## src/verilog/pfc_pkg.sv

```systemverilog
// constants shared by the performance counter control block
package pfc_pkg;
    // counter set: the first PFC_NUM_WIDE counters are 16 bit, the rest 8 bit
    localparam int PFC_NUM_CNT    = 4;
    localparam int PFC_NUM_WIDE   = 3;
    localparam int PFC_WIDE_W     = 16;
    localparam int PFC_NARROW_W   = 8;
    localparam int PFC_IDX_W      = 2;
    localparam int PFC_RX_FRM_CNT = 0;
    localparam int PFC_TX_FRM_CNT = 1;

    // word indices on the bus (byte address = 4 * index)
    localparam logic [5:0] PFC_CTRL_IDX  = 6'h00;
    localparam logic [5:0] PFC_STAT_IDX  = 6'h01;
    localparam logic [5:0] PFC_CNT_IDX   = 6'h04;
    localparam logic [5:0] PFC_CNT_SPAN  = 6'h08;

    // control register fields
    localparam int PFC_CTRL_ROLL = 0;
    localparam int PFC_CTRL_EXTA = 1;
    localparam int PFC_CTRL_LOCK = 2;
    localparam int PFC_CTRL_TIM  = 3;
    localparam int PFC_CTRL_PSL  = 4;
    localparam int PFC_CTRL_GRST = 7;

    // status register fields
    localparam int PFC_STAT_INH  = 0;
    localparam int PFC_STAT_FRM  = 1;

    localparam logic [7:0]  PFC_ZERO_BYTE = 8'h00;
    localparam logic [31:0] PFC_ZERO_WORD = 32'h0000_0000;
endpackage

```

## src/verilog/pfc_ctrl.sv

```systemverilog
// performance counter control: wishbone registers, coherent reads, inhibits
// Contract
// - reading a low byte first freezes the high byte for the next read.
// - with select bit 0 counters saturate and stop at maximum.
// - in saturating mode a low byte read cycle clears the counter read.
// - in saturating mode events during the read are kept and added after.
// - with select bit 1 counters wrap to zero and keep counting.
// - in roll-over mode reads never clear a counter.
// - writing 1 to global reset clears all counters; the bit self clears.
// - zero to low byte then zero to high byte next clears that counter.
// - non-framing counters stop while any alarm is active.
// - tracking pin low uses path start loss; high uses pointer loss or AIS.
// - drop clock loss always inhibits counting.
// - alarm enable 0 uses overhead AIS; 1 uses external status/AIS pins.
// - with overhead processing, enabled trace lock loss or mismatch inhibit.
// - low level on external AIS input inhibits counting.
// - label check enabled: label mismatch or all-zero label inhibits.
// - framing error counters are inhibited only on loss of frame alignment.
module pfc_ctrl
    import pfc_pkg::*;
(
    // clock and reset
    input  wire logic                   clk_i,
    input  wire logic                   rst_i,
    // wishbone slave
    input  wire logic                   wb_cyc_i,
    input  wire logic                   wb_stb_i,
    input  wire logic                   wb_we_i,
    input  wire logic [7:0]             wb_adr_i,
    input  wire logic [3:0]             wb_sel_i,
    input  wire logic [31:0]            wb_dat_i,
    output logic [31:0]                 wb_dat_o,
    output logic                        wb_ack_o,
    // events to count, one-cycle pulses
    input  wire logic [PFC_NUM_CNT-1:0] event_i,
    // alarms
    input  wire logic                   pointer_tracking_pin_i,
    input  wire logic                   drop_path_start_pulse_lost_i,
    input  wire logic                   rx_pointer_lost_i,
    input  wire logic                   rx_path_ais_alarm_i,
    input  wire logic                   drop_clock_lost_i,
    input  wire logic                   orderwire_byte_ais_i,
    input  wire logic                   ext_status_pin_alarm_i,
    input  wire logic                   ext_path_ais_pin_alarm_i,
    input  wire logic                   path_overhead_processing_pin_i,
    input  wire logic                   trace_lock_lost_i,
    input  wire logic                   trace_id_mismatch_i,
    input  wire logic                   ext_ais_input_n_i,
    input  wire logic                   signal_label_mismatch_i,
    input  wire logic                   signal_label_all_zero_i,
    input  wire logic                   frame_align_lost_i,
    // inhibit status
    output logic                        counting_inhibit_o,
    output logic                        framing_inhibit_o
);
    typedef struct packed {
        logic                 saturate_roll_select;
        logic                 external_alarm_enable;
        logic                 trace_lock_check_enable;
        logic                 trace_mismatch_check_enable;
        logic                 signal_label_check_enable;
        logic                 global_counter_reset;
        logic                 ack;
        logic [31:0]          dat;
        logic                 frz_vld;
        logic [PFC_IDX_W-1:0] frz_idx;
        logic [7:0]           frz_hi;
        logic                 zl_vld;
        logic [PFC_IDX_W-1:0] zl_idx;
        logic                 inh_gen;
        logic                 inh_frm;
    } pfc_state_type;

    pfc_state_type                       st_r;
    pfc_state_type                       st_nxt;
    logic [PFC_NUM_CNT-1:0][PFC_WIDE_W-1:0] cnt_v;
    logic [PFC_NUM_CNT-1:0]              read_clr;
    logic [PFC_NUM_CNT-1:0]              wr_clr;
    logic [PFC_NUM_CNT-1:0]              cnt_clr;
    logic                                inh_gen;
    logic                                req;
    logic [5:0]                          idx;
    logic [5:0]                          cnt_off;
    logic                                is_cnt;
    logic                                is_hi;
    logic                                is_wide;
    logic [PFC_IDX_W-1:0]                k;
    logic                                wr_zero;

    assign wb_dat_o           = st_r.dat;
    assign wb_ack_o           = st_r.ack;
    assign counting_inhibit_o = st_r.inh_gen;
    assign framing_inhibit_o  = st_r.inh_frm;

    // any one alarm holds off all non-framing counters
    assign inh_gen =
        (pointer_tracking_pin_i ? (rx_pointer_lost_i | rx_path_ais_alarm_i)
                                : drop_path_start_pulse_lost_i)
        | drop_clock_lost_i
        | (st_r.external_alarm_enable
            ? (ext_status_pin_alarm_i | ext_path_ais_pin_alarm_i)
            : orderwire_byte_ais_i)
        | (path_overhead_processing_pin_i
            & ((st_r.trace_lock_check_enable & trace_lock_lost_i)
             | (st_r.trace_mismatch_check_enable
                & trace_id_mismatch_i)))
        | ~ext_ais_input_n_i
        | (st_r.signal_label_check_enable
            & (signal_label_mismatch_i | signal_label_all_zero_i));

    assign req     = wb_cyc_i & wb_stb_i & ~st_r.ack;
    assign idx     = wb_adr_i[7:2];
    assign cnt_off = idx - PFC_CNT_IDX;
    assign is_cnt  = (idx >= PFC_CNT_IDX) && (cnt_off < PFC_CNT_SPAN);
    assign is_hi   = cnt_off[0];
    assign k       = cnt_off[PFC_IDX_W:1];
    assign is_wide = (int'(k) < PFC_NUM_WIDE);
    assign wr_zero = (wb_dat_i[7:0] == PFC_ZERO_BYTE);

    always_comb begin
        st_nxt                      = st_r;
        read_clr                    = '0;
        wr_clr                      = '0;
        st_nxt.ack                  = 1'b0;
        st_nxt.global_counter_reset = 1'b0;
        st_nxt.inh_gen              = inh_gen;
        st_nxt.inh_frm              = frame_align_lost_i;
        if (req) begin
            st_nxt.ack = 1'b1;
            st_nxt.dat = PFC_ZERO_WORD;
            if (wb_we_i) begin
                // any other write breaks a pending zero-write pair
                st_nxt.zl_vld = 1'b0;
                if (wb_sel_i[0] && idx == PFC_CTRL_IDX) begin
                    st_nxt.saturate_roll_select =
                        wb_dat_i[PFC_CTRL_ROLL];
                    st_nxt.external_alarm_enable =
                        wb_dat_i[PFC_CTRL_EXTA];
                    st_nxt.trace_lock_check_enable =
                        wb_dat_i[PFC_CTRL_LOCK];
                    st_nxt.trace_mismatch_check_enable =
                        wb_dat_i[PFC_CTRL_TIM];
                    st_nxt.signal_label_check_enable =
                        wb_dat_i[PFC_CTRL_PSL];
                    st_nxt.global_counter_reset =
                        wb_dat_i[PFC_CTRL_GRST];
                end else if (wb_sel_i[0] && is_cnt && wr_zero) begin
                    if (!is_hi && is_wide) begin
                        st_nxt.zl_vld = 1'b1;
                        st_nxt.zl_idx = k;
                    end else if (!is_hi) begin
                        // an 8-bit counter has no high byte to pair with
                        wr_clr[k] = 1'b1;
                    end else if (st_r.zl_vld && st_r.zl_idx == k) begin
                        wr_clr[k] = 1'b1;
                    end
                end
            end else if (idx == PFC_CTRL_IDX) begin
                st_nxt.dat[PFC_CTRL_ROLL] = st_r.saturate_roll_select;
                st_nxt.dat[PFC_CTRL_EXTA] = st_r.external_alarm_enable;
                st_nxt.dat[PFC_CTRL_LOCK] = st_r.trace_lock_check_enable;
                st_nxt.dat[PFC_CTRL_TIM]  =
                    st_r.trace_mismatch_check_enable;
                st_nxt.dat[PFC_CTRL_PSL]  = st_r.signal_label_check_enable;
                st_nxt.dat[PFC_CTRL_GRST] = st_r.global_counter_reset;
            end else if (idx == PFC_STAT_IDX) begin
                st_nxt.dat[PFC_STAT_INH] = st_r.inh_gen;
                st_nxt.dat[PFC_STAT_FRM] = st_r.inh_frm;
            end else if (is_cnt && !is_hi) begin
                st_nxt.dat[7:0] = cnt_v[k][7:0];
                if (is_wide) begin
                    st_nxt.frz_vld = 1'b1;
                    st_nxt.frz_idx = k;
                    st_nxt.frz_hi  = cnt_v[k][15:8];
                end
                // a roll-over counter keeps accumulating across reads
                read_clr[k] = ~st_r.saturate_roll_select;
            end else if (is_cnt && is_wide) begin
                st_nxt.dat[7:0] = (st_r.frz_vld && st_r.frz_idx == k)
                                  ? st_r.frz_hi : cnt_v[k][15:8];
                st_nxt.frz_vld  = 1'b0;
            end
        end
    end

    assign cnt_clr = wr_clr | {PFC_NUM_CNT{st_r.global_counter_reset}};

    always_ff @(posedge clk_i) begin
        if (rst_i) begin
            st_r.saturate_roll_select        <= 1'b0;
            st_r.external_alarm_enable       <= 1'b0;
            st_r.trace_lock_check_enable     <= 1'b0;
            st_r.trace_mismatch_check_enable <= 1'b0;
            st_r.signal_label_check_enable   <= 1'b0;
            st_r.global_counter_reset        <= 1'b0;
            st_r.ack                         <= 1'b0;
            st_r.dat                         <= PFC_ZERO_WORD;
            st_r.frz_vld                     <= 1'b0;
            st_r.frz_idx                     <= '0;
            st_r.frz_hi                      <= PFC_ZERO_BYTE;
            st_r.zl_vld                      <= 1'b0;
            st_r.zl_idx                      <= '0;
            st_r.inh_gen                     <= 1'b0;
            st_r.inh_frm                     <= 1'b0;
        end else begin
            st_r <= st_nxt;
        end
    end

    for (genvar g = 0; g < PFC_NUM_CNT; g++) begin : g_cnt
        localparam int W = (g < PFC_NUM_WIDE) ? PFC_WIDE_W : PFC_NARROW_W;
        localparam bit FRM = (g == PFC_RX_FRM_CNT) || (g == PFC_TX_FRM_CNT);
        logic [W-1:0] value;
        logic         inh;

        // framing error counters ignore the alarm list
        assign inh = FRM ? frame_align_lost_i : inh_gen;

        pfc_counter #(
            .WIDTH      (W)
        ) u_cnt (
            .clk_i      (clk_i),
            .rst_i      (rst_i),
            .event_i    (event_i[g]),
            .inhibit_i  (inh),
            .roll_i     (st_r.saturate_roll_select),
            .clear_i    (cnt_clr[g]),
            .read_clr_i (read_clr[g]),
            .count_o    (value)
        );
        assign cnt_v[g] = PFC_WIDE_W'(value);
    end

    AST_FREEZE: assert property (@(posedge clk_i) disable iff (rst_i)
        req && !wb_we_i && is_cnt && !is_hi && is_wide
        |=> st_r.frz_vld && st_r.frz_hi == $past(cnt_v[k][15:8]))
        else $error("high byte not frozen by low byte read");
    AST_ROLL_NO_CLEAR: assert property (@(posedge clk_i)
        disable iff (rst_i)
        st_r.saturate_roll_select |-> read_clr == '0)
        else $error("roll-over read cleared a counter");
    AST_GRST_SELF_CLEAR: assert property (@(posedge clk_i)
        disable iff (rst_i)
        st_r.global_counter_reset |=> !st_r.global_counter_reset)
        else $error("global reset bit did not clear itself");
    AST_PAIR_CLEAR: assert property (@(posedge clk_i)
        disable iff (rst_i)
        req && wb_we_i && wb_sel_i[0] && is_cnt && is_hi && wr_zero
        && st_r.zl_vld && st_r.zl_idx == k |-> wr_clr[k])
        else $error("zero pair write did not clear the counter");
    AST_TRACK_SEL: assert property (@(posedge clk_i) disable iff (rst_i)
        pointer_tracking_pin_i && rx_pointer_lost_i |=> st_r.inh_gen)
        else $error("pointer loss did not inhibit counting");
    AST_CLOCK_LOSS: assert property (@(posedge clk_i)
        disable iff (rst_i)
        drop_clock_lost_i [*2] |-> st_r.inh_gen)
        else $error("drop clock loss did not inhibit counting");
    AST_EXT_AIS: assert property (@(posedge clk_i) disable iff (rst_i)
        !ext_ais_input_n_i |=> st_r.inh_gen)
        else $error("external AIS did not inhibit counting");
    AST_FRAMING: assert property (@(posedge clk_i) disable iff (rst_i)
        1'b1 |=> st_r.inh_frm == $past(frame_align_lost_i))
        else $error("framing inhibit does not follow frame loss");
    AST_ACK_PULSE: assert property (@(posedge clk_i) disable iff (rst_i)
        st_r.ack |=> !st_r.ack)
        else $error("ack held longer than one cycle");

    COV_COHERENT: cover property (@(posedge clk_i) disable iff (rst_i)
        req && !wb_we_i && is_cnt && is_hi && st_r.frz_vld);
    COV_PAIR_CLEAR: cover property (@(posedge clk_i) disable iff (rst_i)
        |wr_clr);
    COV_GRST: cover property (@(posedge clk_i) disable iff (rst_i)
        st_r.global_counter_reset);
    COV_INHIBIT: cover property (@(posedge clk_i) disable iff (rst_i)
        st_r.inh_gen ##1 !st_r.inh_gen);
endmodule

```

## src/verilog/pfc_counter.sv

```systemverilog
// one performance counter with saturate/roll, read clear and hold of events
module pfc_counter
    import pfc_pkg::*;
#(
    parameter int WIDTH = 16
) (
    // clock and reset
    input  wire logic             clk_i,
    input  wire logic             rst_i,
    // counting
    input  wire logic             event_i,
    input  wire logic             inhibit_i,
    input  wire logic             roll_i,
    // clearing
    input  wire logic             clear_i,
    input  wire logic             read_clr_i,
    // value
    output logic [WIDTH-1:0]      count_o
);
    typedef struct packed {
        logic [WIDTH-1:0] cnt;
    } pfc_cnt_state_type;

    localparam logic [WIDTH-1:0] CNT_MAX = '1;
    localparam logic [WIDTH-1:0] CNT_ONE = WIDTH'(1);

    pfc_cnt_state_type st_r;
    pfc_cnt_state_type st_nxt;
    logic              inc;

    assign inc     = event_i & ~inhibit_i;
    assign count_o = st_r.cnt;

    always_comb begin
        st_nxt = st_r;
        if (clear_i) begin
            st_nxt.cnt = '0;
        end else if (read_clr_i) begin
            // an event in the read cycle is kept, not lost to the clear
            st_nxt.cnt = inc ? CNT_ONE : '0;
        end else if (inc) begin
            if (st_r.cnt == CNT_MAX && !roll_i) begin
                st_nxt.cnt = st_r.cnt;
            end else begin
                st_nxt.cnt = st_r.cnt + CNT_ONE;
            end
        end
    end

    always_ff @(posedge clk_i) begin
        if (rst_i) begin
            st_r.cnt <= '0;
        end else begin
            st_r <= st_nxt;
        end
    end

    AST_SATURATE: assert property (@(posedge clk_i) disable iff (rst_i)
        !roll_i && st_r.cnt == CNT_MAX && !clear_i && !read_clr_i
        |=> st_r.cnt == CNT_MAX)
        else $error("saturating counter left its maximum");
    AST_READ_CLEAR: assert property (@(posedge clk_i) disable iff (rst_i)
        read_clr_i && !clear_i && !inc |=> st_r.cnt == '0)
        else $error("read cycle did not clear the counter");
    AST_READ_HOLD: assert property (@(posedge clk_i) disable iff (rst_i)
        read_clr_i && !clear_i && inc |=> st_r.cnt == CNT_ONE)
        else $error("event during read cycle was lost");
    AST_WRAP: assert property (@(posedge clk_i) disable iff (rst_i)
        roll_i && inc && st_r.cnt == CNT_MAX && !clear_i && !read_clr_i
        |=> st_r.cnt == '0)
        else $error("roll-over counter did not wrap to zero");
    AST_CLEAR: assert property (@(posedge clk_i) disable iff (rst_i)
        clear_i |=> st_r.cnt == '0)
        else $error("counter not cleared");
    AST_INHIBIT: assert property (@(posedge clk_i) disable iff (rst_i)
        inhibit_i && !clear_i && !read_clr_i |=> $stable(st_r.cnt))
        else $error("inhibited counter moved");
    AST_RESET: assert property (@(posedge clk_i)
        rst_i |=> st_r.cnt == '0)
        else $error("counter not zero after reset");
endmodule

```

## config.mk

```make
export PLATFORM = sky130hd
export DESIGN_NAME = pfc_ctrl
export DESIGN_NICKNAME = d
export VERILOG_FILES = /design/src/verilog/pfc_pkg.sv /design/src/verilog/pfc_ctrl.sv /design/src/verilog/pfc_counter.sv
export SDC_FILE = /design/constraint.sdc
export NUM_CORES = 1
export LEC_CHECK = 0
export BUFFER_PORTS_ARGS = -buffer_cell sky130_fd_sc_hd__buf_4
export CORE_MARGIN = 8
export CORE_UTILIZATION = 50
export DETAILED_ROUTE_END_ITERATION = 16
export GPL_ROUTABILITY_DRIVEN = 0
export PLACE_DENSITY_LB_ADDON = 0.1
export SETUP_SLACK_MARGIN = 0.5
export SLEW_MARGIN = 20
export SYNTH_ARGS = -nofsm -noshare
export SYNTH_HDL_FRONTEND = slang
export SYNTH_HIERARCHICAL = 1
export SYNTH_SLANG_ARGS = --single-unit
```

## constraint.sdc

```tcl
create_clock -name clk_i -period 4.2 [get_ports clk_i]
set_clock_uncertainty 0.1 [all_clocks]
set_input_delay 0.84 -clock clk_i [delete_from_list [all_inputs] [get_ports clk_i]]
set_output_delay 0.84 -clock clk_i [all_outputs]
set_load 0.005 [all_outputs]
```

# Word-level counts from Yosys, hierarchy flattened
# Index checks and enable logic that the tools add are counted.
dict set report classes {
  addsub 5
  order_cmp 5
  eq_ne 12
  muxes 52
  n_bitwise 31
  n_reduce_logical 37
}
# operator n
set op_table {}
lappend op_table {{16-bit 2-to-1 mux} 10}
lappend op_table {{16-bit by 1-bit adder with 16-bit output (second input constant)} 3}
lappend op_table {{16-bit equality test (second input constant)} 3}
lappend op_table {{4-bit 2-to-1 mux} 12}
lappend op_table {{47-bit 2-to-1 mux} 1}
lappend op_table {{11-bit 2-to-1 mux} 3}
lappend op_table {{16-bit binary-select mux with 2-bit select} 1}
lappend op_table {{8-bit 2-to-1 mux} 4}
lappend op_table {{19-bit 2-to-1 mux} 1}
lappend op_table {{9-bit 2-to-1 mux} 2}
lappend op_table {{1-bit logical AND} 14}
lappend op_table {{3-bit 2-to-1 mux} 4}
lappend op_table {{6-bit AND reduction} 2}
lappend op_table {{1-bit AND} 10}
lappend op_table {{10-bit 2-to-1 mux} 1}
lappend op_table {{2-bit inequality test (second input constant)} 5}
lappend op_table {{1-bit NOT} 10}
lappend op_table {{2-bit AND reduction} 5}
lappend op_table {{2-bit nonzero test} 5}
lappend op_table {{1-bit OR} 9}
lappend op_table {{8-bit by 1-bit adder with 8-bit output (second input constant)} 1}
lappend op_table {{8-bit equality test (second input constant)} 1}
lappend op_table {{8-bit logical NOT} 1}
lappend op_table {{1-bit 2-to-1 mux} 8}
lappend op_table {{20 further kinds} 26}
dict set report totals {
  reg_bits 87
  output_inout_bits 35
  elab_cells 161
}

# Longest topological paths before layout
dict set report depth {
  depth_word 14
  depth_mapped 15
  mapped_depth_nobuf 11
}

# Modules after synthesis
# The synthesis kept the hierarchy.
# mod instances cells_each area_each_um2 seq_area_each_um2
set modules_own_cells {}
lappend modules_own_cells {{pfc_counter at g_cnt[0].u_cnt ...} 3 106 908.4 320.3}
lappend modules_own_cells {pfc_ctrl 1 291 2461.1 620.6}
lappend modules_own_cells {{pfc_counter at g_cnt[3].u_cnt} 1 53 462.9 160.2}

# Worst setup path before layout
# OpenSTA, ideal clock, no wires.
dict set report synth_timing {
  path_kind {input port to flip-flop}
  start {in wb_adr_i[4]}
  end {reg g_cnt[2].u_cnt.st_r, in the netlist g_cnt[2].u_cnt/count_o[15]}
  t_arrival_ns 3.948
  t_required_ns 4.040
  slack_ns 0.091
  stages 14
  path_cell_list {buf_2 > buf_2 > buf_2 > inv_1 > ha_1 > nor2b_1 > and3_1 > a31o_2 > buf_4 > nand3_1 > nor3_1 > or3_2 > or4_1 > nand2_1}
}
dict set report synth_between {
  elab_cells_between_ends 38
  cone_classes {add/sub (1); order compare (5); eq/ne (3); mux (15); bitwise (2); reduce/logical (12)}
}
# element line_no
set synth_rtl {}
lappend synth_rtl {{start: declaration} pfc_ctrl.sv:29} ;# input wire logic [7:0] wb_adr_i,
lappend synth_rtl {{6-bit by 3-bit subtractor with 6-bit output *} pfc_ctrl.sv:113} ;# assign cnt_off = idx - PFC_CNT_IDX;
lappend synth_rtl {{net cnt_off[2]} pfc_ctrl.sv:83} ;# logic [5:0] cnt_off;
lappend synth_rtl {{2-bit by 3-bit < comparator with 1-bit output (not written as such) / 2-bit by 1-bit >= comparator with 1-bit output (equally long branches)} pfc_ctrl.sv:177} ;# read_clr[k] = ~st_r.saturate_roll_select;
lappend synth_rtl {{1-bit logical AND (not written as such)} pfc_ctrl.sv:177}
lappend synth_rtl {{1-bit 2-to-1 mux (not written as such)} pfc_ctrl.sv:177}
lappend synth_rtl {{1-bit demux with 2-bit select} pfc_ctrl.sv:177}
lappend synth_rtl {{4-bit AND (no source line)} -}
lappend synth_rtl {{4-bit 2-to-1 mux *} pfc_ctrl.sv:169} ;# end else if (is_cnt && !is_hi) begin
lappend synth_rtl {{4-bit 2-to-1 mux *} pfc_ctrl.sv:166} ;# end else if (idx == PFC_STAT_IDX) begin
lappend synth_rtl {{4-bit 2-to-1 mux *} pfc_ctrl.sv:158} ;# end else if (idx == PFC_CTRL_IDX) begin
lappend synth_rtl {{4-bit 2-to-1 mux *} pfc_ctrl.sv:131} ;# if (wb_we_i) begin
lappend synth_rtl {{4-bit 2-to-1 mux *} pfc_ctrl.sv:128} ;# if (req) begin
lappend synth_rtl {{net read_clr[2]} pfc_ctrl.sv:77} ;# logic [PFC_NUM_CNT-1:0] read_clr;
lappend synth_rtl {{2-bit inequality test (no source line) / 2-bit nonzero test (equally long branches)} -}
lappend synth_rtl {{2-bit AND reduction (no source line)} -}
lappend synth_rtl {{end signal: assignment} pfc_counter.sv:54} ;# st_r <= st_nxt;
lappend synth_rtl {{end: declaration} pfc_counter.sv:27} ;# pfc_cnt_state_type st_r;
# Mark *: on every way through the listed nets, which the timed path passes. The rest lies on a longest branch.
# A chain may end at the register's enable or synchronous reset.

# Worst setup path in the final report
dict set report layout_timing {
  start {in wb_adr_i[4]}
  end {reg g_cnt[0].u_cnt.st_r, in the netlist g_cnt[0].u_cnt/count_o[15]}
}
dict set report layout_between {
  elab_chain_cells 14
  elab_cells_between_ends 38
  cone_classes {add/sub (1); order compare (5); eq/ne (3); mux (15); bitwise (2); reduce/logical (12)}
}
# element line_no
set layout_lines {}
lappend layout_lines {{6-bit by 3-bit subtractor with 6-bit output *} pfc_ctrl.sv:113}
lappend layout_lines {{net cnt_off[2]} pfc_ctrl.sv:83}
lappend layout_lines {{2-bit by 3-bit < comparator with 1-bit output (not written as such) / 2-bit by 1-bit >= comparator with 1-bit output (equally long branches)} {pfc_ctrl.sv:153, pfc_ctrl.sv:155}}
lappend layout_lines {{1-bit logical AND (not written as such)} {pfc_ctrl.sv:153, pfc_ctrl.sv:155}}
lappend layout_lines {{1-bit 2-to-1 mux (not written as such)} {pfc_ctrl.sv:153, pfc_ctrl.sv:155}}
lappend layout_lines {{1-bit demux with 2-bit select} {pfc_ctrl.sv:153, pfc_ctrl.sv:155}}
lappend layout_lines {{4-bit 2-to-1 mux} pfc_ctrl.sv:154} ;# end else if (st_r.zl_vld && st_r.zl_idx == k) begin
lappend layout_lines {{4-bit 2-to-1 mux} pfc_ctrl.sv:151} ;# end else if (!is_hi) begin
lappend layout_lines {{4-bit 2-to-1 mux} pfc_ctrl.sv:148} ;# if (!is_hi && is_wide) begin
lappend layout_lines {{4-bit 2-to-1 mux *} pfc_ctrl.sv:147} ;# end else if (wb_sel_i[0] && is_cnt && wr_zero) begin
lappend layout_lines {{4-bit 2-to-1 mux *} pfc_ctrl.sv:134} ;# if (wb_sel_i[0] && idx == PFC_CTRL_IDX) begin
lappend layout_lines {{4-bit 2-to-1 mux *} pfc_ctrl.sv:131}
lappend layout_lines {{4-bit 2-to-1 mux *} pfc_ctrl.sv:128}
lappend layout_lines {{4-bit OR *} pfc_ctrl.sv:186} ;# assign cnt_clr = wr_clr | {PFC_NUM_CNT{st_r.global_counter_reset}};
lappend layout_lines {{net cnt_clr[0]} pfc_ctrl.sv:79} ;# logic [PFC_NUM_CNT-1:0] cnt_clr;
lappend layout_lines {{2-bit OR reduction (no source line) *} -}
lappend layout_lines {{end signal: assignment} pfc_counter.sv:54}
lappend layout_lines {{end: declaration} pfc_counter.sv:27}
# Marks and branches as above.

==> flow_metrics.tcl <==
set metrics [dict create \
    drive_gt1_share_pct 16.8 \
    swShare_pct 23.5 \
    dp_hpwl_um 11500 \
    cts_tree "yes" \
    end_kind "flip-flop" \
    rsz0062_at_grt "no" \
    cts.sinks 87 \
    slew_headroom_pct 29.7 \
    antenna_found_initial 0 \
    worstSetupPathType "input port to flip-flop" \
    avgRoutedWirePerCell_um 18.6 \
    vias 5265 \
    wl_met2_um 7450 \
    dr.pass1.iters 5 \
    finalCritPeriodShare_pct 79.3 \
    synthMuxAreaShare_pct 8.48 \
    die_w_um 122 \
    crit_family "simple AND/OR/NAND/NOR gates" \
    hold_viol_final 0 \
    grt_max_degree 49 \
    cp_common_cell "nor2_1" \
    highest_layer "met4" \
    wl_met1_um 6980 \
    worstSetupStartpointType "input port" \
    grt_use_total_pct 21.0 \
    leakagePower_nw 2.25 \
    ys_warn_count 6 \
    reg2reg_setup_slack_ps 1510 \
    ys_seq_area_share_pct 30.8 \
    status "complete, no violations" \
    syn_to_final_growth_pct 10.7 \
    irDropWorstVdd_v 0.000220 \
    die_y_um 122 \
    clkTransAtPathRegs_ps 60 \
    path_max_fanout 13 \
    synth_top_family_by_area "simple AND/OR/NAND/NOR gates" \
    cts-resized-gates 0 \
    core-area_um2 11200 \
    htree_levels 3 \
    p_sw_w 0.000431 \
    placementRows 39 \
    synthAdderAreaFrac_pct 1.33 \
    regToRegStartpoint "wb_ack_o" \
    synthCells 662 \
    worst_slew_pin_slew_ps 1050 \
    fin_setup_tns_ps 0 \
    finalSetupViolations 0 \
    synth.distinct_cells 72 \
    cp.required_ps 4390 \
    slowest_stage "or3_2" \
    synth_area_per_cell_um2 8.53 \
    ios 103 \
    drv_slew 0 \
    r2r-end "g_cnt[0].u_cnt/count_o[15]" \
    grt_pass1_vias 4827 \
    post_cts_buffers 0 \
    drc_errors 0 \
    drt-vias-per-instance 6.31 \
    nets 760 \
    syn_area_um2 5650 \
    numCtsBuffers 9 \
    wirelength_um 15500 \
    critPathLaunch "wb_adr_i[4]" \
    hold_class "flip-flop to flip-flop" \
    synth-simple-area-share_pct 32.2 \
    design.die.area_um2 15000 \
    cp.depth 11 \
    worst-r2r-cell-count 8 \
    hold_buffers 0 \
    final_util_pct 55.7 \
    power_frac_seq_pct 45.5 \
    drtIter0Drc 379 \
    power_density_nw_per_um2 294 \
    synthFlopType "dfxtp_1" \
    clockPowerShare_pct 46.7 \
    synth-compound-area-share_pct 17.6 \
    cts_root_buf "clkbuf_16" \
    synth_xor_area_share_pct 0.620 \
    maxCapViolations 0 \
    timing.fmax_mhz 300 \
    gr-total-overflow 0 \
    synth-seq-cells 87 \
    io_buffer_count 49 \
    diodes 0 \
    p_int_w 0.00141 \
    wl_met3_um 774 \
    cp_num_buf_inv 2 \
    synth_edf_count 0 \
    critical_path.endpoint "g_cnt[0].u_cnt/count_o[15]" \
    synthArstFlopShare_pct 0 \
    cp_cell_sequence "buf_4, inv_1, ha_4, or4b_4, nor2_1, nor2_1, nand4_1, o21ai_1, or3_2, or4_1, nand2_1" \
    worstPathArrival_ps 3530 \
    combPwrFrac_pct 7.8 \
    cp_slowest_stage_delay_ps 640 \
    ant_nets 0 \
    holdPathStages 2 \
    grt_pass1_wl_um 25000 \
    cts_max_path_buffers 2 \
    start_util_pct 50.3 \
    clk-insertion-delay-late_ps 340 \
    timing.hold.ws_ps 378 \
    layout_min_cycle_time_ps 3330 \
]
cell type report:
| type | count | area (um^2) |
|---|---|---|
| inverters | 12 | 45.0 |
| fillers | 1051 | 4970 |
| multi-input cells | 517 | 3520 |
| clock inverters | 6 | 85.1 |
| well taps | 143 | 179 |
| flip-flops and latches | 87 | 1740 |
| repair buffers | 59 | 447 |
| clock buffers | 10 | 229 |
through the flow:
stage	cells	setup WS [ps]	total power, W	cell area [um^2]
6_report	834	868	0.00184	6250
5_1_grt	834	812	0.00190	6250
4_1_cts	833	885	0.00185	6240
3_5_place_dp	817	521	0.000995	5930
3_3_place_gp	817	541	0.000991	5920
2_1_floorplan	685	532	0.000954	5780
power groups by stage:
| stage | combinational (W) | clock (W) | sequential (W) |
|---|---|---|---|
| global route | 0.000155 | 0.000911 | 0.000836 |
| global placement | 0.000137 | 0 | 0.000855 |
| CTS | 0.000141 | 0.000875 | 0.000836 |
| detailed placement | 0.000141 | 0 | 0.000855 |
| floorplan | 0.000102 | 0 | 0.000852 |
| finish | 0.000143 | 0.000859 | 0.000836 |
cells in the mapped netlist, types with 7 or more instances:
master,instances,share of area [%]
nand2b_1,14,1.6
or3_1,14,1.6
o31ai_1,15,2.0
nor4b_1,10,1.6
o211ai_1,7,0.93
clkbuf_1,10,0.66
nor3_1,32,2.8
a211oi_1,9,1.2
a21oi_1,46,4.1
dfxtp_1,87,31
nand2_1,49,3.3
buf_4,40,5.3
nand3_1,21,1.9
and3_1,8,0.89
o21ai_0,32,2.8
or4_1,13,1.7
nand4_1,28,3.1
nand3b_1,11,1.5
mux2i_1,25,4.4
nor2_1,27,1.8
buf_2,11,0.97
nor4_1,14,1.6
inv_1,12,0.80
worst min-delay path by stage:
| stage | slack (ps) | endpoint | start |
|---|---|---|---|
| after global placement | 340 | st_r[4] | st_r[4] |
| after detailed placement | 350 | st_r[4] | st_r[4] |
| after CTS | 380 | st_r[4] | st_r[4] |
| after floorplan | 330 | st_r[4] | st_r[4] |
| after global routing | 390 | st_r[4] | st_r[4] |
| final | 380 | st_r[4] | st_r[4] |
cell families (layout without fill, tap and decap cells):
family / Yosys count / in the layout
compound gates: 154 / 154
xor+xnor: 4 / 4
fa+ha+maj: 6 / 6
buf+inv: 81 / 87
flops: 87 / 87
mux: 36 / 36
other cells: 1 / 24
simple gates: 293 / 293
worst reg2reg max path, delay by kind of cell, from the launching register on:
family,cells,cell delay [ps]
AOI/OAI and AO/OA,1,170
and+or+nand+nor,7,2030
DFF,1,340
flip-flops by register name, indices dropped and copies added, names as in the netlist:
name and cells:
st_r 20, g_cnt.u_cnt/count_o 56, wb_dat_o 8, counting_inhibit_o 1
framing_inhibit_o 1, wb_ack_o 1
metal layers:
metal	track usage, %	vias to the layer above
met3	3.08	21
met2	34.3	135
met1	27.4	2552
met4	8.45	0
met5	0	-
li1	-	2557
placed cells by master, fill, tap and decap left out, types with 7 or more instances in the layout:
cell and n:
nand3_1 20, nand3b_1 11, dfxtp_1 87, inv_1 12, and3_1 8, o211ai_1 7
o21ai_0 30, a211oi_1 9, conb_1 24, buf_4 58, nand4_1 28, nand2b_1 14
nor4b_1 9, mux2i_1 25, nor2_1 27, clkbuf_16 9, or3_1 14, nor4_1 14
nand2_1 49, or4_1 13, nor3_1 31, a21oi_1 46, o31ai_1 15
No activity file was read; power rests on OpenSTA's default activity.
